`src/hw/adcf_pkg.sv`:
```
package adcf_pkg;

	// Register byte offsets on the Avalon-MM slave
	localparam logic [4:0] OFS_CTRL    = 5'h00;
	localparam logic [4:0] OFS_CFG     = 5'h04;
	localparam logic [4:0] OFS_RES_HI  = 5'h08;
	localparam logic [4:0] OFS_RES_LO  = 5'h0c;
	localparam logic [4:0] OFS_STATUS  = 5'h10;

	// Field positions
	localparam int CTRL_ENABLE_BIT   = 0;
	localparam int CTRL_GO_BIT       = 1;
	localparam int CTRL_CHAN_LSB     = 2;
	localparam int CFG_JUSTIFY_BIT   = 7;
	localparam int STATUS_DONE_BIT   = 0;

	// Reset values of control state
	localparam logic       ENABLE_RST  = 1'b0;
	localparam logic       GO_RST      = 1'b0;
	localparam logic [4:0] CHAN_RST    = 5'h00;
	localparam logic       JUSTIFY_RST = 1'b0;
	localparam logic       DONE_RST    = 1'b0;

	// Converter geometry and timing
	localparam int RES_BITS    = 10;
	localparam int UNUSED_BITS = 6;
	localparam int CLK_PERIOD_NS = 4;
	localparam int BIT_TIME_NS   = 16;
	localparam int BIT_CYCLES    =
		(BIT_TIME_NS + CLK_PERIOD_NS - 1) / CLK_PERIOD_NS;

	typedef enum logic [0:0] {
		SAR_IDLE    = 1'b0,
		SAR_CONVERT = 1'b1
	} adcf_sar_state_type;

endpackage : adcf_pkg

```
`src/hw/adcf_justify.sv`:
```
`timescale 1ns/1ps
module adcf_justify (
	// Raw result and format
	input  wire logic [9:0] i_result,
	input  wire logic       i_right,
	// Register images
	output logic      [7:0] o_high,
	output logic      [7:0] o_low
);

	always_comb begin
		if (i_right) begin
			o_high = {6'h00, i_result[9:8]};
			o_low  = i_result[7:0];
		end else begin
			o_high = i_result[9:2];
			o_low  = {i_result[1:0], 6'h00};
		end
	end

endmodule : adcf_justify

```
`src/hw/adcf_sar.sv`:
```
`timescale 1ns/1ps
module adcf_sar (
	// Clock and reset
	input  wire logic       i_clk,
	input  wire logic       i_rstn,
	// Sequencing
	input  wire logic       i_start,
	input  wire logic       i_abort,
	// Analog core
	input  wire logic       i_cmp,
	output logic      [9:0] o_trial,
	// Result
	output logic            o_busy,
	output logic            o_complete,
	output logic            o_load,
	output logic      [9:0] o_result
);

	adcf_pkg::adcf_sar_state_type state_q, state_d;
	logic [9:0] sar_q, sar_d;
	logic [3:0] idx_q, idx_d;
	logic [7:0] cnt_q, cnt_d;
	logic       step_end;
	logic       fill;

	assign step_end   = (cnt_q == 8'(adcf_pkg::BIT_CYCLES - 1));
	assign o_busy     = (state_q == adcf_pkg::SAR_CONVERT);
	assign o_complete = o_busy && step_end && (idx_q == 4'h0);
	assign o_load     = o_complete || (o_busy && i_abort);
	assign o_trial    = sar_q;

	// An abort leaves undecided bits copying the last decided one
	always_comb begin
		fill = (idx_q == 4'h9) ? 1'b0 : sar_q[idx_q + 4'h1];
		o_result = sar_q;
		for (int b = 0; b < adcf_pkg::RES_BITS; b++) begin
			if (o_complete && b == 0) begin
				o_result[b] = i_cmp;
			end else if (!o_complete && b <= int'(idx_q)) begin
				o_result[b] = fill;
			end
		end
	end

	always_comb begin
		state_d = state_q;
		sar_d   = sar_q;
		idx_d   = idx_q;
		cnt_d   = cnt_q;
		case (state_q)
			adcf_pkg::SAR_IDLE: begin
				if (i_start) begin
					state_d = adcf_pkg::SAR_CONVERT;
					sar_d   = 10'h200;
					idx_d   = 4'h9;
					cnt_d   = 8'h00;
				end
			end
			adcf_pkg::SAR_CONVERT: begin
				if (i_abort || o_complete) begin
					state_d = adcf_pkg::SAR_IDLE;
				end else if (step_end) begin
					sar_d[idx_q]        = i_cmp;
					sar_d[idx_q - 4'h1] = 1'b1;
					idx_d = idx_q - 4'h1;
					cnt_d = 8'h00;
				end else begin
					cnt_d = cnt_q + 8'h01;
				end
			end
			default: begin
				state_d = adcf_pkg::SAR_IDLE;
			end
		endcase
	end

	always_ff @(posedge i_clk or negedge i_rstn) begin
		if (!i_rstn) begin
			state_q <= adcf_pkg::SAR_IDLE;
			sar_q   <= 10'h000;
			idx_q   <= 4'h0;
			cnt_q   <= 8'h00;
		end else begin
			state_q <= state_d;
			sar_q   <= sar_d;
			idx_q   <= idx_d;
			cnt_q   <= cnt_d;
		end
	end

endmodule : adcf_sar

```
`src/hw/adcf_top.sv`:
```
// How it works
// - Left format puts result bits 9..2 into the high register.
// - Left format puts bits 1..0 into low register bits 7..6.
// - Right format puts bits 9..8 into high register bits 1..0.
// - Right format puts bits 7..0 into the whole low register.
// - Result registers are read/write, unreset, and survive any reset.
// - Unused six bits of the result pair load as zero.
// - Completion clears go, sets the done flag, loads both results.
// - Clearing go early loads a partial result, filled with last bit.
// - The capture/compare special trigger sets go in hardware.
//
// Chosen here: the placing of the registers and register access over Avalon-MM.
`timescale 1ns/1ps
module adcf_top (
	// Clock and reset
	input  wire logic        i_clk,
	input  wire logic        i_rstn,
	// Avalon-MM slave
	input  wire logic  [4:0] i_avs_address,
	input  wire logic        i_avs_read,
	input  wire logic        i_avs_write,
	input  wire logic [31:0] i_avs_writedata,
	input  wire logic  [3:0] i_avs_byteenable,
	output logic      [31:0] o_avs_readdata,
	output logic             o_avs_waitrequest,
	// Analog conversion core
	input  wire logic        i_cmp_out,
	output logic       [9:0] o_dac_code,
	output logic       [4:0] o_channel_select,
	output logic             o_adc_enable,
	output logic             o_converting,
	// Trigger and status
	input  wire logic        i_special_trigger,
	output logic             o_conversion_done_flag
);

	logic        ack_q, ack_d;
	logic [31:0] rdata_q, rdata_d;
	logic        enable_q, enable_d;
	logic        go_q, go_d;
	logic  [4:0] chan_q, chan_d;
	logic        justify_q, justify_d;
	logic        done_q, done_d;
	logic  [7:0] res_hi_q, res_hi_d;
	logic  [7:0] res_lo_q, res_lo_d;

	logic        wr_ok;
	logic        ctrl_wr;
	logic        busy;
	logic        complete;
	logic        load;
	logic        start;
	logic        abort;
	logic  [9:0] result;
	logic  [7:0] img_hi;
	logic  [7:0] img_lo;

	// One wait state per access keeps read data registered
	assign ack_d             = (i_avs_read || i_avs_write) && !ack_q;
	assign o_avs_waitrequest = (i_avs_read || i_avs_write) && !ack_q;
	assign o_avs_readdata    = rdata_q;
	assign wr_ok   = i_avs_write && ack_q && i_avs_byteenable[0];
	assign ctrl_wr = wr_ok && (i_avs_address == adcf_pkg::OFS_CTRL);

	assign o_channel_select       = chan_q;
	assign o_adc_enable           = enable_q;
	assign o_converting           = busy;
	assign o_conversion_done_flag = done_q;

	adcf_sar u_sar (
		.i_clk      (i_clk),
		.i_rstn     (i_rstn),
		.i_start    (start),
		.i_abort    (abort),
		.i_cmp      (i_cmp_out),
		.o_trial    (o_dac_code),
		.o_busy     (busy),
		.o_complete (complete),
		.o_load     (load),
		.o_result   (result)
	);

	adcf_justify u_justify (
		.i_result (result),
		.i_right  (justify_q),
		.o_high   (img_hi),
		.o_low    (img_lo)
	);

	// Control, status and go sequencing
	always_comb begin
		enable_d  = enable_q;
		chan_d    = chan_q;
		justify_d = justify_q;
		go_d      = go_q;
		done_d    = done_q;
		if (ctrl_wr) begin
			enable_d = i_avs_writedata[adcf_pkg::CTRL_ENABLE_BIT];
			chan_d   = i_avs_writedata[adcf_pkg::CTRL_CHAN_LSB +: 5];
			go_d     = i_avs_writedata[adcf_pkg::CTRL_GO_BIT] && enable_d;
		end
		if (wr_ok && i_avs_address == adcf_pkg::OFS_CFG) begin
			justify_d = i_avs_writedata[adcf_pkg::CFG_JUSTIFY_BIT];
		end
		if (wr_ok && i_avs_address == adcf_pkg::OFS_STATUS &&
				i_avs_writedata[adcf_pkg::STATUS_DONE_BIT]) begin
			done_d = 1'b0;
		end
		if (i_special_trigger && enable_d) begin
			go_d = 1'b1;
		end
		// Completion wins over a trigger in the same cycle
		if (complete) begin
			go_d   = 1'b0;
			done_d = 1'b1;
		end
	end

	assign start = go_d && !go_q;
	assign abort = busy && !go_d && !complete;

	// Result pair: a load outranks a software write in the same cycle
	always_comb begin
		res_hi_d = res_hi_q;
		res_lo_d = res_lo_q;
		if (wr_ok && i_avs_address == adcf_pkg::OFS_RES_HI) begin
			res_hi_d = i_avs_writedata[7:0];
		end
		if (wr_ok && i_avs_address == adcf_pkg::OFS_RES_LO) begin
			res_lo_d = i_avs_writedata[7:0];
		end
		if (load) begin
			res_hi_d = img_hi;
			res_lo_d = img_lo;
		end
	end

	always_comb begin
		rdata_d = 32'h0000_0000;
		case (i_avs_address)
			adcf_pkg::OFS_CTRL: begin
				rdata_d[adcf_pkg::CTRL_ENABLE_BIT]   = enable_q;
				rdata_d[adcf_pkg::CTRL_GO_BIT]       = go_q;
				rdata_d[adcf_pkg::CTRL_CHAN_LSB +: 5] = chan_q;
			end
			adcf_pkg::OFS_CFG: begin
				rdata_d[adcf_pkg::CFG_JUSTIFY_BIT] = justify_q;
			end
			adcf_pkg::OFS_RES_HI: begin
				rdata_d[7:0] = res_hi_q;
			end
			adcf_pkg::OFS_RES_LO: begin
				rdata_d[7:0] = res_lo_q;
			end
			adcf_pkg::OFS_STATUS: begin
				rdata_d[adcf_pkg::STATUS_DONE_BIT] = done_q;
			end
			default: begin
				rdata_d = 32'h0000_0000;
			end
		endcase
	end

	always_ff @(posedge i_clk or negedge i_rstn) begin
		if (!i_rstn) begin
			ack_q     <= 1'b0;
			rdata_q   <= 32'h0000_0000;
			enable_q  <= adcf_pkg::ENABLE_RST;
			go_q      <= adcf_pkg::GO_RST;
			chan_q    <= adcf_pkg::CHAN_RST;
			justify_q <= adcf_pkg::JUSTIFY_RST;
			done_q    <= adcf_pkg::DONE_RST;
		end else begin
			ack_q     <= ack_d;
			rdata_q   <= ack_d ? rdata_d : rdata_q;
			enable_q  <= enable_d;
			go_q      <= go_d;
			chan_q    <= chan_d;
			justify_q <= justify_d;
			done_q    <= done_d;
		end
	end

	// No reset: contents are unknown at power-up and kept across resets
	always_ff @(posedge i_clk) begin
		res_hi_q <= res_hi_d;
		res_lo_q <= res_lo_d;
	end
endmodule : adcf_top

```
`config.mk`:
```
export PLATFORM = sky130hd
export DESIGN_NAME = adcf_top
export DESIGN_NICKNAME = d
export VERILOG_FILES = /design/src/hw/adcf_pkg.sv /design/src/hw/adcf_justify.sv /design/src/hw/adcf_sar.sv /design/src/hw/adcf_top.sv
export SDC_FILE = /design/constraint.sdc
export NUM_CORES = 1
export LEC_CHECK = 0
export ABC_CLOCK_PERIOD_IN_PS = 7350
export BUFFER_PORTS_ARGS = -buffer_cell sky130_fd_sc_hd__buf_4
export CORE_UTILIZATION = 57
export DETAILED_ROUTE_END_ITERATION = 8
export GPL_ROUTABILITY_DRIVEN = 0
export PLACE_DENSITY_LB_ADDON = 0.08
export SLEW_MARGIN = 20
export SYNTH_ARGS = -nofsm -noshare
export SYNTH_HDL_FRONTEND = slang
export SYNTH_SLANG_ARGS = --single-unit
```
`constraint.sdc`:
```
create_clock -name i_clk -period 7.35 [get_ports i_clk]
set_clock_uncertainty 0.2 [all_clocks]
set_input_delay 0.3675 -clock i_clk [delete_from_list [all_inputs] [get_ports i_clk]]
set_output_delay 0.3675 -clock i_clk [all_outputs]
set_load 0.01 [all_outputs]
```
# --- Word level (Yosys, flattened, before mapping) ---
# Index checks and enable logic that the tools add are counted.
totals:
  register_bits: 57
  input_bits: 47
  out_inout_bits: 51
  elab_cells: 131
classes:
  n_addsub: 3
  mux: 48
  n_reduce_logical: 42
  bitwise: 2
  eq_ne: 9
  magnitude_cmp: 14
ops:
  columns: ["cell", "n"]
  rows:
  - ["2-to-1 mux 8 bit", 9]
  - ["2-to-1 mux 10 bit", 3]
  - ["logical AND 1 bit", 28]
  - ["2-to-1 mux 1 bit", 22]
  - ["case mux 10 bit (2 select lines)", 1]
  - ["case mux 6 bit (3 select lines)", 1]
  - ["less-or-equal comparator 3 x 4 -> 1 bit (first input constant)", 4]
  - ["case mux 8 bit (2 select lines)", 1]
  - ["< comparator 4 x 5 -> 1 bit (second input constant)", 3]
  - ["2-to-1 mux 4 bit", 3]
  - ["bitwise mux 10 bit", 1]
  - ["equality test 5 x 4 -> 1 bit (second input constant)", 2]
  - ["bitwise OR 10 bit", 1]
  - ["adder 8 x 1 -> 8 bit (second input constant)", 1]
  - ["demux 1 bit (select 4 bit)", 2]
  - ["equality test 8 x 2 -> 1 bit (second input constant)", 1]
  - ["greater-or-equal comparator 4 x 1 -> 1 bit (second input constant)", 2]
  - ["less-or-equal comparator 2 x 4 -> 1 bit (first input constant)", 2]
  - ["less-or-equal comparator 4 bit (first input constant)", 2]
  - ["case mux 4 bit (2 select lines)", 1]
  - ["inequality test 2 bit (second input constant)", 3]
  - ["nonzero test 2 bit", 3]
  - ["equality test 5 x 3 -> 1 bit (second input constant)", 1]
  - ["equality test 5 bit (second input constant)", 1]
  - ["other kinds (15)", 20]

# --- Logic depth before layout (Yosys ltp) ---
depth:
  word_depth: 13
  depth_mapped: 10
  ltp_nobuf: 8

# --- Hierarchy ---
# A second synthesis with hierarchy kept.
unflattened:
  cells_unflattened: 425
  hier_area_um2: 4025.1
by_module_without_submodules:
  columns: ["mod", "cells_each", "area_each_um2", "n_inst", "seq_area_each_um2"]
  rows:
  - ["adcf_sar", 237, 1983.2, 1, 575.6]
  - ["adcf_top", 170, 1884.3, 1, 930.9]
  - ["adcf_justify", 18, 157.7, 1, 0.0]

# --- Worst setup path after synthesis ---
# Ideal clock, no wire load.
synth_path:
  kind: "reg2reg"
  from: "register u_sar.idx_q[0]"
  to: "register res_hi_q[0] (data pin)"
  path_stages_with_launch: 10
  t_arrival_ns: 2.580
  period_less_slack_ns: 3.052
  path_buffers: 2
  path_slack_ns: 4.298
  path_cell_list: "dfrtp_1 -> clkbuf_1 -> inv_1 -> ha_1 -> clkbuf_1 -> mux4_2 -> mux2_2 -> mux2_2 -> mux2i_1 -> o221ai_1"
synth_between:
  elab_chain_len: 9
synth_lines:
  columns: ["element", "line_no", "rtl"]
  rows:
  - ["start, declared", "adcf_sar.sv:21", "logic [3:0] idx_q, idx_d;"]
  - ["start signal, assigned", "adcf_sar.sv:86", "idx_q <= idx_d;"]
  - ["branches (longest 8 deep; another with adder 4 x 1 -> 4 bit)", null, null]
  - ["2-to-1 mux 8 bit *", "adcf_top.sv:132", "if (load) begin"]
  - ["via res_hi_d[0]", "adcf_top.sv:44", "logic [7:0] res_hi_q, res_hi_d;"]
  - ["end signal, assigned", "adcf_top.sv:186", "res_hi_q <= res_hi_d;"]
  - ["end, declared", "adcf_top.sv:44", null]
# Mark *: on every way through the listed nets, which the timed path passes. The select of a mux whose other input is x is not followed.
# A chain may end at the register's enable or synchronous reset.

# --- Worst setup path in the final report ---
layout_path:
  from: "register u_sar.idx_q[0]"
  to: "register res_hi_q[5] (data pin)"
# Same word-level chain as after synthesis.

==> summary.md <==
| Metric | Value |
|---|---|
| Layout Nets | 486 |
| Drt drc | 0 |
| Main synth FF type | dfrtp_1 |
| Detailed router's first-iteration violation count | 118 |
| Synth-to-layout area growth | 12.2% |
| Worst Path Required | roughly 7.3 ns |
| Largest net degree at the start of global routing | 42 |
| Num CTS Buffers | 9 |
| YS warnings | 0 |
| H-tree depth | 3 |
| Post-Syn Area per Cell | a little over 9 um2 |
| Reg power frac | 0.425 |
| Worst r2r src | u_sar.idx_q[0] |
| Lkg Pwr | approximately 0.0018 uW |
| # diodes | 0 |
| Max Clock Freq | between 200 and 300 MHz |
| Slew @ Worst Pin | 0.919 ns |
| Die X | approximately 80 um |
| Worst hold path class | in2reg |
| Clock latency on the worst-skew pair | approximately 0.34 ns |
| Clock buffer depth | 2 |
| Gr ovfl total | 0 |
| Crit-path max FO | 15 |
| Routed Antenna Nets | 0 |
| FP Rows | 28 |
| DIE AREA | around 6700 um2 |
| CP Class | reg2reg |
| Final hold vios | 0 |
| Clock Pin Slew Worst Setup and Hold Paths | around 0.07 ns |
| R2r worst-path depth | 7 |
| GRT Util Overall | 0.272 |
| Share of cells above drive strength 1 | 0.196 |
| Startpoint Class | flop |
| I/O pin count | just under 100 |
| Final Slew Violations | 0 |
| Peak VDD IR | around 0.00013 V |
| Worst r2r dst | res_hi_q[5] |
| Syn Inst Count | between 300 and 400 |
| Detailed Routing Iterations Pass 1 | 5 |
| First-pass GRT wire length | between 10 and 15 mm |
| Yosys reg bits | 57 |
| Post-synth top area cell | dfrtp_1 |
| Initial Utilization | 0.604 |
| Sw frac | 0.378 |
| Syn Std Cell Area | ~3600 um2 |
| Initial antenna violation count | 0 |
| Fill cells | 515 |
| Power per cell area | 246 nW/um2 |
| Period utilization | 0.471 |
| Setup_tns | 0 ns |
| Detailed-route via count | between 3000 and 4000 |
| Vias in the first global route | 2843 |
| Tmin final | 3.46 ns |
| Combinational Power Share | 0.317 |
| Clk sinks | 57 |
| Top cells by area, synth | dfrtp_1, edfxtp_1, buf_4 |
| Core area | roughly 6000 um2 |
| Hold path start | i_avs_writedata[4] |
| Final Setup Violations | 0 |
| WHS Path Cells | 2 |
| Final routed wire length divided by cell count | 16.3 um |
| Outcome | finished clean |
| Dpl hpwl | 5.92 mm |
| EDFF count, synth | 16 |
| Slew headroom | 0.386 |
| Most common cell in the netlist | nand2_1 |
| Root Buffer | clkbuf_8 |
| Commonest cells in the netlist | nand2_1, dfrtp_1, o21ai_0 |
| Post-synthesis sequential area ratio | 0.414 |
| Distinct cells, synth | 63 |
| Asr flop ratio synth | 0.719 |
| WL final | 8.37 mm |
| Worst R2R Setup Slack | slightly below 4 ns |
| Min-Delay Endpoint | o_channel_select[2] |
| Area share of the largest cell type after synthesis | 0.282 |
| Max Cap Viol | 0 |
| Psw | about 380 uW |
| Total internal power | between 600 and 700 uW |
| Die H | ~80 um |
| DR vias/cell | between 5 and 6 |
| CP Data Arrival Time | 3.40 ns |
| Clock share of power | 0.258 |
| CP endpoint kind | flop |
| IO Port Bufs | 46 |
| Final hold slack | between 0.07 and 0.08 ns |
| RSZ-0062 raised after global routing | no |
| CTS tree | yes |
## flip-flops by register name, indices dropped and copies added (netlist names)
register	count
u_sar.o_trial	10
o_avs_readdata	8
res_hi_q	8
res_lo_q	8
u_sar.cnt_q	8
o_channel_select	5
u_sar.idx_q	4
ack_q	1
go_q	1
justify_q	1
o_adc_enable	1
o_conversion_done_flag	1
u_sar.o_busy	1
## stage by stage
stage	setup slack (ns)	power, uW	utilization	cell area (um2)	instances
after floorplan	4.30	661	-	3730	420
after global placement	4.01	738	0.647	3900	497
after detailed placement	3.92	748	0.648	3900	497
after CTS	3.91	1010	0.678	4090	514
after global routing	3.65	1070	0.678	4090	514
final	3.89	1010	0.678	4090	514
## layout make-up
class | instances | area (um2) | share of cell area
Sequential cell | 57 | 1510 | 0.369
Clock buffer | 10 | 138 | 0.0337
Timing Repair Buffer | 48 | 363 | 0.0888
Multi-Input combinational cell | 301 | 1890 | 0.462
Clock inverter | 6 | 33.8 | 0.00827
Tap cell | 75 | 93.8 | 0.0230
Inverter | 17 | 63.8 | 0.0156
## worst max-delay path: stages, from the launching register on
cell     delay (ns)
dfrtp_1        0.57
inv_1          0.24
ha_1           0.40
nor3b_1        0.44
nand3_2        0.27
a31o_2         0.44
or2_2          0.38
o41ai_1        0.33
## layout by cell type (no fill, tap or decap), types with 6 or more instances in the layout
master / instances
edfxtp_1: 16
o31ai_1: 7
a21oi_1: 25
dfrtp_1: 41
mux2_2: 10
inv_1: 16
conb_1: 24
nand3_1: 9
nand2_1: 49
nor3_1: 7
o21ai_0: 33
mux2i_1: 17
a31oi_1: 6
buf_4: 47
nor2_1: 25
clkbuf_8: 10
## power groups by stage
stage	Sequential [uW]	Clock (uW)	Combinational [uW]
global route	435	277	356
floorplan	418	0	243
global placement	432	0	307
finish	428	260	319
detailed placement	434	0	315
CTS	428	264	317
## how the worst max path moves through the flow
stage	start	end	slack, ns
floorplan	u_sar.idx_q[0]	res_hi_q[0]	4.30
global placement	u_sar.idx_q[0]	res_hi_q[5]	4.01
detailed placement	u_sar.idx_q[0]	res_hi_q[5]	3.92
finish	u_sar.idx_q[0]	res_hi_q[5]	3.89
global route	u_sar.idx_q[0]	res_hi_q[5]	3.65
CTS	u_sar.idx_q[0]	res_hi_q[5]	3.91
## layer usage
metal  global-route usage  vias up  part of all wire
li1                     -     1485                 -
met4                0.102        0             0.016
met2                0.440      136              0.47
met3               0.0611       14             0.068
met1                0.352     1424              0.44
met5                    0        -                 0
## logic make-up (layout without fill, tap and decap cells)
family / after synthesis / count (layout) / synth area share
mux: 29 / 29 / 0.0901
flops: 57 / 57 / 0.414
buf+inv: 62 / 81 / 0.0928
xor+xnor: 7 / 7 / 0.0168
compound gates: 109 / 109 / 0.190
fa+ha+maj: 5 / 5 / 0.0172
simple gates: 127 / 127 / 0.178
other cells: 1 / 24 / 0.00103
## repair_timing
action                    CTS  global route
hold endpoints to repair   41             0
hold buffers                1             0
resized for setup           0             0
buffers inserted            0             0
Note: power is estimated with default switching activity, not from simulation.
